File: src/design/lpm_defs.svh
// Constants for the low-power mode controller: timer control bit positions,
// stabilization counts and reset values. Included by the package and modules.
// Behaviour
// - Build option picks stop or halt for sleep
// - Stop mode switches the oscillator off
// - Stop entry clears timer flags and enables
// - Sleep clears interrupt mask, sets external enable
// - Stop mode keeps all other state
// - Stop exits on external, port irq, reset
// - Stop exit waits stabilization count before clocks
// - Halt stops core clock, timer clocks run
// - Halt keeps oscillator and watchdog running
// - Halt exits on timer, external irq, reset
// - Halt exit delay bounded by selected count
// - Wait stops core clock, timer clocks run
// - Wait clears interrupt mask, sets external enable
// - Wait exits on timer, external irq, reset
// - Enabled watchdog timeout resets, even in wait
// - Watchdog plus stop allowed: sleep stops oscillator
`ifndef LPM_DEFS_SVH
`define LPM_DEFS_SVH

// Bit positions inside the timer status/control byte
`define LPM_TSC_OVF_FLAG_BIT 7
`define LPM_TSC_TICK_FLAG_BIT 6
`define LPM_TSC_OVF_IE_BIT 5
`define LPM_TSC_TICK_IE_BIT 4
`define LPM_TSC_CLEAR_MASK 8'h0f

// Oscillator stabilization counts in core clock cycles
`define LPM_STAB_SHORT 12'h010
`define LPM_STAB_LONG 12'hfe0
`define LPM_STAB_W 12

`define LPM_EXT_IRQ_EN_RESET 1'b0
`define LPM_TSC_RESET 8'h00

`endif

File: src/design/lpm_pkg.sv
// Types shared by the low-power mode controller files.
// Assumes lpm_defs.svh is on the include path.
`include "lpm_defs.svh"

package lpm_pkg;

  typedef enum logic [4:0] {
    LPM_RUN = 5'b00001,
    LPM_WAIT = 5'b00010,
    LPM_HALT = 5'b00100,
    LPM_STOP = 5'b01000,
    LPM_STAB = 5'b10000
  } lpm_state_e;

  // Wake sources as seen by the controller
  typedef struct packed {
    logic ext_irq;
    logic port_irq;
    logic timer_irq;
    logic ext_reset;
  } lpm_wake_s;

  // Mask-style build options
  typedef struct packed {
    logic stop_enable;
    logic long_stab;
    logic port_irq_enable;
    logic watchdog_enable;
  } lpm_opt_s;

endpackage

File: src/design/lpm_stab_counter.sv
// Oscillator stabilization counter: counts core clock cycles from start
// and reports done once the selected terminal count is reached.
// Assumes start is a one-cycle pulse from the controller.
`timescale 1ns/1ps
`include "lpm_defs.svh"

module lpm_stab_counter #(
  parameter int W = `LPM_STAB_W
) (
  input wire logic clk,
  input wire logic reset,
  input wire logic start,
  input wire logic [W-1:0] terminal,
  output logic done
);
  import lpm_pkg::*;

  logic [W-1:0] count_reg;
  logic run_reg;

  initial begin
    if (W < 12) $error("lpm_stab_counter: W too small for counts");
  end

  always_ff @(posedge clk or posedge reset) begin
    if (reset) begin
      count_reg <= '0;
      run_reg <= 1'b0;
    end else if (start) begin
      count_reg <= '0;
      run_reg <= 1'b1;
    end else if (run_reg) begin
      count_reg <= count_reg + 1'b1;
      if (count_reg == terminal - 1'b1) begin
        run_reg <= 1'b0;
      end
    end
  end

  assign done = run_reg && (count_reg == terminal - 1'b1);
endmodule

File: src/design/lpm_watchdog.sv
// Watchdog counter: clears on service, times out after a count of cycles,
// freezes while the oscillator is off.
// Assumes osc_run low means no clock is available to it.
`timescale 1ns/1ps
`include "lpm_defs.svh"

module lpm_watchdog #(
  parameter int TIMEOUT = 65536
) (
  input wire logic clk,
  input wire logic reset,
  input wire logic enable,
  input wire logic osc_run,
  input wire logic service,
  output logic timeout
);
  import lpm_pkg::*;

  localparam int CW = $clog2(TIMEOUT);
  logic [CW-1:0] count_reg;

  initial begin
    if (TIMEOUT < 2) $error("lpm_watchdog: TIMEOUT must be at least 2");
  end

  always_ff @(posedge clk or posedge reset) begin
    if (reset) begin
      count_reg <= '0;
    end else if (!enable || service || timeout) begin
      count_reg <= '0;
    end else if (osc_run) begin
      count_reg <= count_reg + 1'b1;
    end
  end

  // Counts in wait and halt too, so long waits will trip it
  assign timeout = enable && osc_run && (count_reg == CW'(TIMEOUT - 1));
endmodule

File: src/design/lpm_ctrl.sv
// Low-power mode controller: sleep and wait instructions, entry side
// effects, wake-up sources, oscillator gating and stabilization delay.
// Assumes the core pulses sleep_exec/wait_exec once per instruction and
// holds its state while core_clk_en is low.
`timescale 1ns/1ps
`include "lpm_defs.svh"

module lpm_ctrl #(
  parameter int STAB_W = `LPM_STAB_W,
  parameter int WDOG_TIMEOUT = 65536
) (
  input wire logic clk,
  input wire logic reset,
  input wire lpm_pkg::lpm_opt_s opts,
  input wire logic sleep_exec,
  input wire logic wait_exec,
  input wire lpm_pkg::lpm_wake_s wake,
  input wire logic watchdog_service,
  input wire logic [7:0] timer_status_control_in,
  output logic [7:0] timer_status_control,
  output logic tsc_write,
  output logic irq_mask_clear,
  output logic ext_irq_enable,
  output logic osc_enable,
  output logic core_clk_en,
  output logic timer_clk_en,
  output logic watchdog_reset,
  output lpm_pkg::lpm_state_e mode
);
  import lpm_pkg::*;

  lpm_state_e state_reg;
  lpm_state_e state_next;
  logic stab_start;
  logic stab_done;
  logic wdog_timeout;
  logic [STAB_W-1:0] stab_terminal;
  logic stop_wake;
  logic run_wake;

  initial begin
    if (STAB_W < 12) $error("lpm_ctrl: STAB_W cannot hold the long count");
  end

  function automatic logic [STAB_W-1:0] stab_count(input logic long_sel);
    stab_count = long_sel ? STAB_W'(`LPM_STAB_LONG) : STAB_W'(`LPM_STAB_SHORT);
  endfunction

  assign stab_terminal = stab_count(opts.long_stab);

  // Port interrupt only counts when its option is fitted
  assign stop_wake = wake.ext_irq || (opts.port_irq_enable && wake.port_irq)
    || wake.ext_reset;
  assign run_wake = wake.timer_irq || wake.ext_irq || wake.ext_reset;

  always_comb begin
    state_next = state_reg;
    stab_start = 1'b0;
    unique case (state_reg)
      LPM_RUN: begin
        if (sleep_exec && opts.stop_enable) begin
          state_next = LPM_STOP;
        end else if (sleep_exec) begin
          state_next = LPM_HALT;
        end else if (wait_exec) begin
          state_next = LPM_WAIT;
        end
      end
      LPM_WAIT: begin
        if (run_wake) begin
          state_next = LPM_RUN;
        end
      end
      LPM_HALT: begin
        if (run_wake) begin
          state_next = LPM_STAB;
          stab_start = 1'b1;
        end
      end
      LPM_STOP: begin
        if (stop_wake) begin
          state_next = LPM_STAB;
          stab_start = 1'b1;
        end
      end
      LPM_STAB: begin
        if (stab_done) begin
          state_next = LPM_RUN;
        end
      end
      default: state_next = LPM_RUN;
    endcase
  end

  always_ff @(posedge clk or posedge reset) begin
    if (reset) begin
      state_reg <= LPM_RUN;
    end else begin
      state_reg <= state_next;
    end
  end

  // Clock gating outputs registered from the next state
  always_ff @(posedge clk or posedge reset) begin
    if (reset) begin
      osc_enable <= 1'b1;
      core_clk_en <= 1'b1;
      timer_clk_en <= 1'b1;
      mode <= LPM_RUN;
    end else begin
      osc_enable <= (state_next != LPM_STOP);
      core_clk_en <= (state_next == LPM_RUN);
      timer_clk_en <= (state_next != LPM_STOP) && (state_next != LPM_STAB);
      mode <= state_next;
    end
  end

  // Entry side effects; only the named bits move, the rest pass through
  always_ff @(posedge clk or posedge reset) begin
    if (reset) begin
      timer_status_control <= `LPM_TSC_RESET;
      tsc_write <= 1'b0;
    end else begin
      tsc_write <= 1'b0;
      if (state_reg == LPM_RUN && state_next == LPM_STOP) begin
        timer_status_control <= timer_status_control_in & `LPM_TSC_CLEAR_MASK;
        tsc_write <= 1'b1;
      end
    end
  end

  always_ff @(posedge clk or posedge reset) begin
    if (reset) begin
      irq_mask_clear <= 1'b0;
      ext_irq_enable <= `LPM_EXT_IRQ_EN_RESET;
    end else begin
      irq_mask_clear <= (state_reg == LPM_RUN) && (sleep_exec || wait_exec);
      if ((state_reg == LPM_RUN) && (sleep_exec || wait_exec)) begin
        ext_irq_enable <= 1'b1;
      end
    end
  end

  always_ff @(posedge clk or posedge reset) begin
    if (reset) begin
      watchdog_reset <= 1'b0;
    end else begin
      watchdog_reset <= wdog_timeout;
    end
  end

  lpm_stab_counter #(
    .W(STAB_W)
  ) u_stab (
    .clk(clk),
    .reset(reset),
    .start(stab_start),
    .terminal(stab_terminal),
    .done(stab_done)
  );

  lpm_watchdog #(
    .TIMEOUT(WDOG_TIMEOUT)
  ) u_wdog (
    .clk(clk),
    .reset(reset),
    .enable(opts.watchdog_enable),
    .osc_run(state_reg != LPM_STOP),
    .service(watchdog_service),
    .timeout(wdog_timeout)
  );
endmodule

File: config.mk
export PLATFORM = sky130hd
export DESIGN_NAME = lpm_ctrl
export DESIGN_NICKNAME = d
export VERILOG_FILES = /design/src/design/lpm_pkg.sv /design/src/design/lpm_stab_counter.sv /design/src/design/lpm_watchdog.sv /design/src/design/lpm_ctrl.sv
export VERILOG_INCLUDE_DIRS = /design/src /design/src/design
export SDC_FILE = /design/constraint.sdc
export NUM_CORES = 1
export LEC_CHECK = 0
export ABC_CLOCK_PERIOD_IN_PS = 2200
export BUFFER_PORTS_ARGS = -buffer_cell sky130_fd_sc_hd__buf_2
export CORE_ASPECT_RATIO = 1.4
export CORE_MARGIN = 2
export CORE_UTILIZATION = 55
export CTS_CLUSTER_SIZE = 30
export DETAILED_ROUTE_END_ITERATION = 7
export PLACE_DENSITY = 0.79
export SLEW_MARGIN = 20
export SYNTH_ARGS = -nofsm -noshare
export SYNTH_HDL_FRONTEND = slang
export SYNTH_SLANG_ARGS = --single-unit
File: constraint.sdc
create_clock -name clk -period 2.2 [get_ports clk]
set_input_delay 0.66 -clock clk [delete_from_list [all_inputs] [get_ports clk]]
set_output_delay 0.66 -clock clk [all_outputs]
set_load 0.03 [all_outputs]
**Word-level counts from Yosys, hierarchy flattened**

Cells that the tools add are included.

- Add/subtract/negate cells: 3
- Equality and inequality tests: 12
- Mux-type cells: 20
- Reductions and logical operators: 18

Operators by type and width:

| cell | number |
|---|---|
| 2-to-1 mux 12 bit | 3 |
| 2-to-1 mux 5 bit | 7 |
| 2-to-1 mux 16 bit | 2 |
| one-hot mux 5 bit (5 select lines) | 1 |
| adder 16 x 1 -> 16 bit (second input constant) | 1 |
| equality test 16 bit (second input constant) | 1 |
| adder 12 x 1 -> 12 bit (second input constant) | 1 |
| equality test 12 bit | 1 |
| subtractor 12 x 1 -> 12 bit (second input constant) | 1 |
| equality test 5 x 1 -> 1 bit (second input constant) | 2 |
| equality test 5 x 4 -> 1 bit (second input constant) | 2 |
| != test 5 x 4 -> 1 bit (second input constant) | 2 |
| logical AND 1 bit | 8 |
| logical OR 1 bit | 7 |
| 2-to-1 mux 1 bit | 6 |
| equality test 5 x 2 -> 1 bit (second input constant) | 1 |
| equality test 5 x 3 -> 1 bit (second input constant) | 1 |
| equality test 5 bit (second input constant) | 1 |
| != test 5 bit (second input constant) | 1 |
| nonzero test 2 bit | 2 |
| one-hot mux 1 bit (2 select lines) | 1 |
| zero test 1 bit | 1 |

- Register bits after elaboration: 45
- Output and inout port bits: 20
- Input port bits: 21
- Logic and storage cells: 65

**Depth between registers and ports, before layout**

Gate-level depths: netlist of the first run.

- Depth after elaboration: 9
- Gate-level depth with buffers: 6
- Mapped depth without buffers: 5

**By module**

From an unflattened synthesis of the first run, not the netlist that was laid out.

- Cells, all modules: 287
- Area total of the unflattened synthesis: 2740.1 um2

By module, submodules not included:

| module | sequential area each (um2) | area each (um2) | times used | cells each |
|---|---|---|---|---|
| lpm_stab_counter | 325.3 | 1078.5 | 1 | 130 |
| lpm_ctrl | 405.4 | 843.3 | 1 | 73 |
| lpm_watchdog | 400.4 | 818.3 | 1 | 84 |

**Least setup slack after synthesis of the first run**

No wires, ideal clock.

- Path kind: reg2reg
- Start point: reg mode[0] (netlist name)
- End point: reg u_wdog.count_reg[12]
- Required time: 2.122 ns
- Buffers on the path: 1
- Path slack: 0.325 ns
- Clock period less this slack: 1.875 ns
- Data arrival time: 1.798 ns
- Library setup time: 0.078 ns
- Stages on the path, launching flop included: 6
- Cells stage by stage: dfstp_2 -> buf_2 -> nor3_1 -> a2111o_1 -> or3_1 -> a21oi_1

RTL lines:

| element | line | source |
|---|---|---|
| to (signal assigned) | lpm_watchdog.sv:32 | `count_reg <= count_reg + 1'b1;` |
| to (decl) | lpm_watchdog.sv:20 | `logic [CW-1:0] count_reg;` |

**Final worst setup path of the first run**

- Start point: reg u_wdog.count_reg[0]
- End point: reg u_wdog.count_reg[12]

- Word-level cells in the longest chain between the ends: 4
- Elaborated cells between the ends (all ways): 7
- Classes of those cells: add/sub: 1; eq/ne: 1; mux: 2; reduce/logical: 3

Ends and longest elaborated chain:

| element |
|---|
| parallel branches: the longest is 4 deep, another holds adder 16 x 1 -> 16 bit |

Several ways; the timed one is not identified. The select of a mux whose other input is x is not followed.
A chain may end at the register's enable or synchronous reset.

==> metrics, run 1 <==
Hold Path Depth=1; max-cap violation count=0; ranking of synthesized cells by area=dfrtp_1 (45%), nor2_1 (5.6%), xnor2_1 (5.0%); ant diodes=0; TritonCTS clock tree=done; row cnt=27; Max Slew Vio Count=0; Clk Latency, worst-skew pair=0.30 ns; clock slew at the register clock pins of the worst setup and hold paths=0.08 ns; RSZ-0062 raised after global routing=false; filler instances=352; endpoints failing setup=0; highest-count cells in the layout ignoring fill and taps=dfrtp_1 (41), nor2_1 (34), buf_2 (32); gate count of the mapped netlist=234; die span in y=80.2 um; Initial Util=0.578; first-pass GRT wire length=7570 um; total length of routed met3 wires=138 um; Ys Warns=0; Final Cycle Share=0.881; CP Launch Type=register; f_max=516 MHz; max FFs per register=16; most common cell after layout, fill and taps aside=dfrtp_1; Post-Place Setup Slack=0.185 ns; Avg Synthesized Cell Area=9.76 um2; Final Hold Viols=0; status=finished, final reports clean; Crit Path Category=reg -> reg; pwr dens=1110 mW/mm2; vias after detailed routing=1820; Worst path slowest cell=a2111o_1; TritonCTS Sinks=45; drt drc=0; Setup TNS=0 ns; setup slack, reg-to-reg=0.26 ns; Die X=58.5 um; asr flop ratio synth=1.00; post-CTS resize count=0; Nets=291; final worst slack=0.261 ns; Post-DP HPWL=3110 um; worst hold path type=reg -> reg; fin crit period=1.94 ns; CP Data Arrival Time=2.16 ns; vias per cell=5.83; EDFF count, synth=0; R2R depth=5; initial antenna violation count=0; Layout area overhead=13.0%; Core ar.=0.00395 mm2; Max stage delay on crit path=0.53 ns; Worst Skew=0.00792 ns; sequential-to-total area share from yosys stat=0.495; CTS Buf Count=5; most area-hungry cell type in the Yosys netlist=dfrtp_1; total track usage=0.212; worst path cell trace=ha_1 -> nand4_1 -> a2111o_1 -> or3_1 -> a21oi_1; WL per Instance=13.9 um; Max H-tree Level=2; clock buffer depth=2; mapped cell area=0.00228 mm2; IO Port Bufs=32; Setup crit end kind=register; Req. time, crit path=2.42 ns; # hold bufs at CTS=0; ys flop type=dfrtp_1; worst-path fanout max=7; GRT overflow=0; routability congestion estimate=0.852; area share of the largest cell type after synthesis=0.449; top routing layer used=met4; router iterations before antenna repair=4; library cells used by synthesis=46; CTS root buf=clkbuf_8; die area=0.00469 mm2; I/O pins=41; met1 WL=1790 um; vias in the first global route=1771; worst slew pin tran=0.577 ns; pin count of the biggest net entering global routing=46; Routed WL=4330 um; wire length on met2=2330 um; VDD IR-drop max=0.000882 V; Post-CTS Setup Bufs=0; Iter 0 DRT Violations=61; share of cells above drive strength 1=0.208; #FFs+latches synth=45; DRT antenna net count=0; relative slew slack=0.615; Lkg Pwr=1.11 nW
per-stage QoR:
stage | hold slack, ns | util | power [mW] | instance area, um2 | cells
after CTS | 0.474 | 0.653 | 2.89 | 2580 | 312
after detailed placement | 0.455 | 0.626 | 2.28 | 2470 | 304
after global placement | 0.450 | 0.626 | 2.26 | 2470 | 304
after global routing | 0.496 | 0.653 | 3.06 | 2580 | 312
final | 0.465 | 0.653 | 2.86 | 2580 | 312
after floorplan | 0.510 | - | 2.01 | 2290 | 237
worst max-delay path: cells and delay by family, from the launching register on:
kind,cells,cell delay (ns)
and+or+nand+nor,2,0.54
AOI/OAI and AO/OA,2,0.68
DFF,1,0.44
adders and majority gates,1,0.22
kinds of logic after synthesis:
family,count (synthesis),share of synthesized area
and+or+nand+nor,105,0.233
DFF,45,0.495
AOI/OAI and AO/OA,38,0.118
xor gates and xnor gates,20,0.0767
buffers and inverters,17,0.0351
muxes,6,0.0285
adders and majority gates,2,0.0110
other,1,0.00164
layout make-up:
| type | count | area [um2] | area share |
|---|---|---|---|
| inverter | 6 | 22.5 | 0.00873 |
| tap | 43 | 53.8 | 0.0208 |
| timing repair buffer | 35 | 183 | 0.0708 |
| clock inverter | 2 | 35.0 | 0.0136 |
| clock buffer | 6 | 72.6 | 0.0281 |
| multi-input combinational | 175 | 1080 | 0.420 |
| sequential | 45 | 1130 | 0.438 |
cell usage after synthesis (all sizes together) (2+ instances only):
| cell | count |
|---|---|
| dfrtp | 41 |
| nor2 | 34 |
| nand2 | 17 |
| xnor2 | 13 |
| nand3 | 12 |
| nand4 | 8 |
| nor4 | 8 |
| o21ai | 7 |
| xor2 | 7 |
| a211oi | 6 |
| a21oi | 6 |
| clkbuf | 6 |
| inv | 6 |
| nor3 | 6 |
| or3 | 6 |
| buf | 5 |
| a21o | 4 |
| dfstp | 4 |
| mux2 | 4 |
| or2 | 3 |
| a211o | 2 |
| ha | 2 |
| mux2i | 2 |
| nand2b | 2 |
| nor2b | 2 |
| o2111ai | 2 |
| o211ai | 2 |
| or4 | 2 |
final timing paths:
path | end | startpoint
min reg2reg | ext_irq_enable | ext_irq_enable
max reg2reg | u_wdog.count_reg[12] | u_wdog.count_reg[0]
min in group asynchronous | timer_status_control[1] | reset
max in group asynchronous | u_wdog.count_reg[2] | reset
max | u_wdog.count_reg[12] | u_wdog.count_reg[0]
min | ext_irq_enable | ext_irq_enable
per-layer routing:
| layer | up-vias | track usage |
|---|---|---|
| li1 | 899 | - |
| met1 | 889 | 0.233 |
| met2 | 25 | 0.382 |
| met3 | 7 | 0.0483 |
| met4 | 0 | 0.0860 |
| met5 | - | 0 |
report_power, final:
group | switching, mW | internal [mW] | total [mW]
Clock | 0.273 | 0.337 | 0.610
Sequential | 0.216 | 1.05 | 1.26
Combinational | 0.613 | 0.376 | 0.989
Total | 1.10 | 1.76 | 2.86
(Power assumes the default switching activity.)
==> run 2: changes to the inputs <==
--- a/config.mk
+++ b/config.mk
@@ -15,3 +15,3 @@
 export DETAILED_ROUTE_END_ITERATION = 7
-export PLACE_DENSITY = 0.79
+export PLACE_DENSITY = 0.86
 export SLEW_MARGIN = 20
--- a/constraint.sdc
+++ b/constraint.sdc
@@ -3,2 +3,2 @@
 set_output_delay 0.66 -clock clk [all_outputs]
-set_load 0.03 [all_outputs]
+set_load 0.05 [all_outputs]
==> run 2 against run 1 <==
Combinational power up 17%. Sequential power barely moved. Via count up 2.3%. Wire length is 5.9% higher. Register-to-register slack about the same. Critical path type unchanged. Largest cell class unchanged. Largest power group unchanged. Highest routed layer unchanged.
==> metrics, run 2 (synthesized netlist as in run 1, its figures left out) <==
die area=0.00469 mm2 (unchanged); Worst Skew=0.00769 ns (was 0.00792 ns); total length of routed met3 wires=200 um (was 138 um); vias per cell=5.97 (was 5.83); f_max=515 MHz (was 516 MHz); Sequential Power Share=0.429 (was 0.441); worst-path fanout max=7 (unchanged); Initial Util=0.578 (unchanged); area of the multi-input gates=0.00108 mm2 (unchanged); worst hold path type=reg -> reg (unchanged); Post-DP HPWL=3210 um (was 3110 um); wire length on met2=2470 um (was 2330 um); share of cells above drive strength 1=0.212 (was 0.208); router iterations before antenna repair=4 (unchanged); cell family with most CP delay=compound AO/OA/AOI/OAI gates (unchanged); Final Hold Viols=0 (unchanged); VDD IR-drop max=0.000920 V (was 0.000882 V); Iter 0 DRT Violations=98 (was 61); Req. time, crit path=2.42 ns (about the same); Max Slew Vio Count=0 (unchanged); Max stage delay on crit path=0.53 ns (about the same); dpl cell area=0.00247 mm2 (unchanged); IO Port Bufs=32 (unchanged); clock slew at the register clock pins of the worst setup and hold paths=0.09 ns (was 0.08 ns); Nets=291 (unchanged); Setup crit end kind=register (unchanged); vias in the first global route=1886 (was 1771); vias after detailed routing=1862 (was 1820); CP Data Arrival Time=2.16 ns (about the same); Worst path slowest cell=a2111o_1 (unchanged); Comb power frac=0.391 (was 0.346); clock buffer depth=2 (unchanged); Routed WL=4590 um (was 4330 um); RSZ-0062 raised after global routing=false (unchanged); Layout area overhead=12.5% (was 13.0%); first-pass GRT wire length=7780 um (was 7570 um); Final Cycle Share=0.883 (was 0.881); status=finished, final reports clean (unchanged); Max H-tree Level=2 (unchanged); post-CTS resize count=0 (unchanged); worst slew pin tran=0.566 ns (was 0.577 ns); Setup TNS=0 ns (unchanged); initial antenna violation count=0 (unchanged); row cnt=27 (unchanged); placed cells=304 (unchanged); GRT overflow=0 (unchanged); TritonCTS Sinks=45 (unchanged); worst path cell trace=ha_1 -> nand4_1 -> a2111o_1 -> or3_1 -> a21oi_1 (unchanged); Final Non-Filler Cells=312 (unchanged); Lkg Pwr=1.10 nW (was 1.11 nW); Clk pwr share=0.180 (was 0.213); DRT antenna net count=0 (unchanged); WP buf/inv=0 (unchanged); drt drc=0 (unchanged); Post-CTS Setup Bufs=0 (unchanged); most common cell after layout, fill and taps aside=dfrtp_1 (unchanged); top routing layer used=met4 (unchanged); post-route cell area=0.00257 mm2 (was 0.00258 mm2); pwr dens=1150 mW/mm2 (was 1110 mW/mm2); TritonCTS clock tree=done (unchanged); ant diodes=0 (unchanged); fin crit period=1.94 ns (about the same); Die X=58.5 um (unchanged); filler instances=308 (was 352); I/O pins=41 (unchanged); switching power=1.29 mW (was 1.10 mW); CTS Buf Count=5 (unchanged); Int Power=1.68 mW (was 1.76 mW); Total Power=2.96 mW (was 2.86 mW); Clk Latency, worst-skew pair=0.30 ns (about the same); total track usage=0.216 (was 0.212); pin count of the biggest net entering global routing=46 (unchanged); WL per Instance=14.7 um (was 13.9 um); max FFs per register=16 (unchanged); endpoints failing setup=0 (unchanged); routability congestion estimate=0.780 (was 0.852); die span in y=80.2 um (unchanged); relative slew slack=0.613 (was 0.615); Crit Path Category=reg -> reg (unchanged); CTS root buf=clkbuf_8 (unchanged); max-cap violation count=0 (unchanged); met1 WL=1840 um (was 1790 um); Core ar.=0.00395 mm2 (unchanged); # hold bufs at CTS=0 (unchanged); highest-count cells in the layout ignoring fill and taps=dfrtp_1 (41), nor2_1 (34), buf_2 (32) (unchanged); Register Area=0.00113 mm2 (unchanged); switching share of power=0.435 (was 0.385); CP Launch Type=register (unchanged)
[run 2: changes by cell type in the layout (fill, tap and decap cells not counted)]
cell | previous run | this run
bufinv_16 | 1 | 0
clkinv_4 | 0 | 1
clkbuf_1 | 1 | 0
clkbuf_8 | 5 | 6
[run 2: worst register-to-register path, stage by stage (launching register included)]
cell	delay (ns)
dfrtp_1	0.43
ha_1	0.22
nand4_1	0.20
a2111o_1	0.53
or3_1	0.34
a21oi_1	0.15
[run 2: final timing paths]
check	start	endpoint	slack (ns)	cells after the start
min in group asynchronous	reset	u_stab.count_reg[1]	0.49	3
max in group asynchronous	reset	u_wdog.count_reg[11]	1.32	3
setup reg to reg	u_wdog.count_reg[0]	u_wdog.count_reg[12]	0.26	5
setup / recovery	u_wdog.count_reg[0]	u_wdog.count_reg[12]	0.26	5
hold / removal	ext_irq_enable	ext_irq_enable	0.47	1
hold reg to reg	ext_irq_enable	ext_irq_enable	0.47	1
[run 2: power groups by stage]
stage | logic (mW) | clock network, mW | registers [mW]
final | 1.16 | 0.533 | 1.27
after global routing | 1.26 | 0.583 | 1.31
after CTS | 1.17 | 0.553 | 1.27
after detailed placement | 1.16 | 0 | 1.28
after global placement | 1.13 | 0 | 1.27
after floorplan | 0.605 | 0 | 1.56
[run 2: area by class of cell]
cell class | count | area share
inverters | 6 | 0.00876
clock inverters | 2 | 0.00536
well taps | 43 | 0.0209
flip-flops and latches | 45 | 0.440
multi-input cells | 175 | 0.422
repair buffers | 35 | 0.0711
clock buffers | 6 | 0.0321
[run 2: layer usage]
layer  track usage  vias up
met5             0        -
met4         0.114        0
met3        0.0483       10
met2         0.383       50
met1         0.234      898
li1              -      904
[run 2: metrics by stage]
| step | hold slack [ns] | setup slack, ns | util |
|---|---|---|---|
| after floorplan | 0.510 | 0.219 | - |
| after global placement | 0.450 | 0.204 | 0.626 |
| after detailed placement | 0.457 | 0.182 | 0.626 |
| after CTS | 0.477 | 0.251 | 0.650 |
| after global routing | 0.489 | 0.129 | 0.650 |
| final | 0.470 | 0.258 | 0.650 |
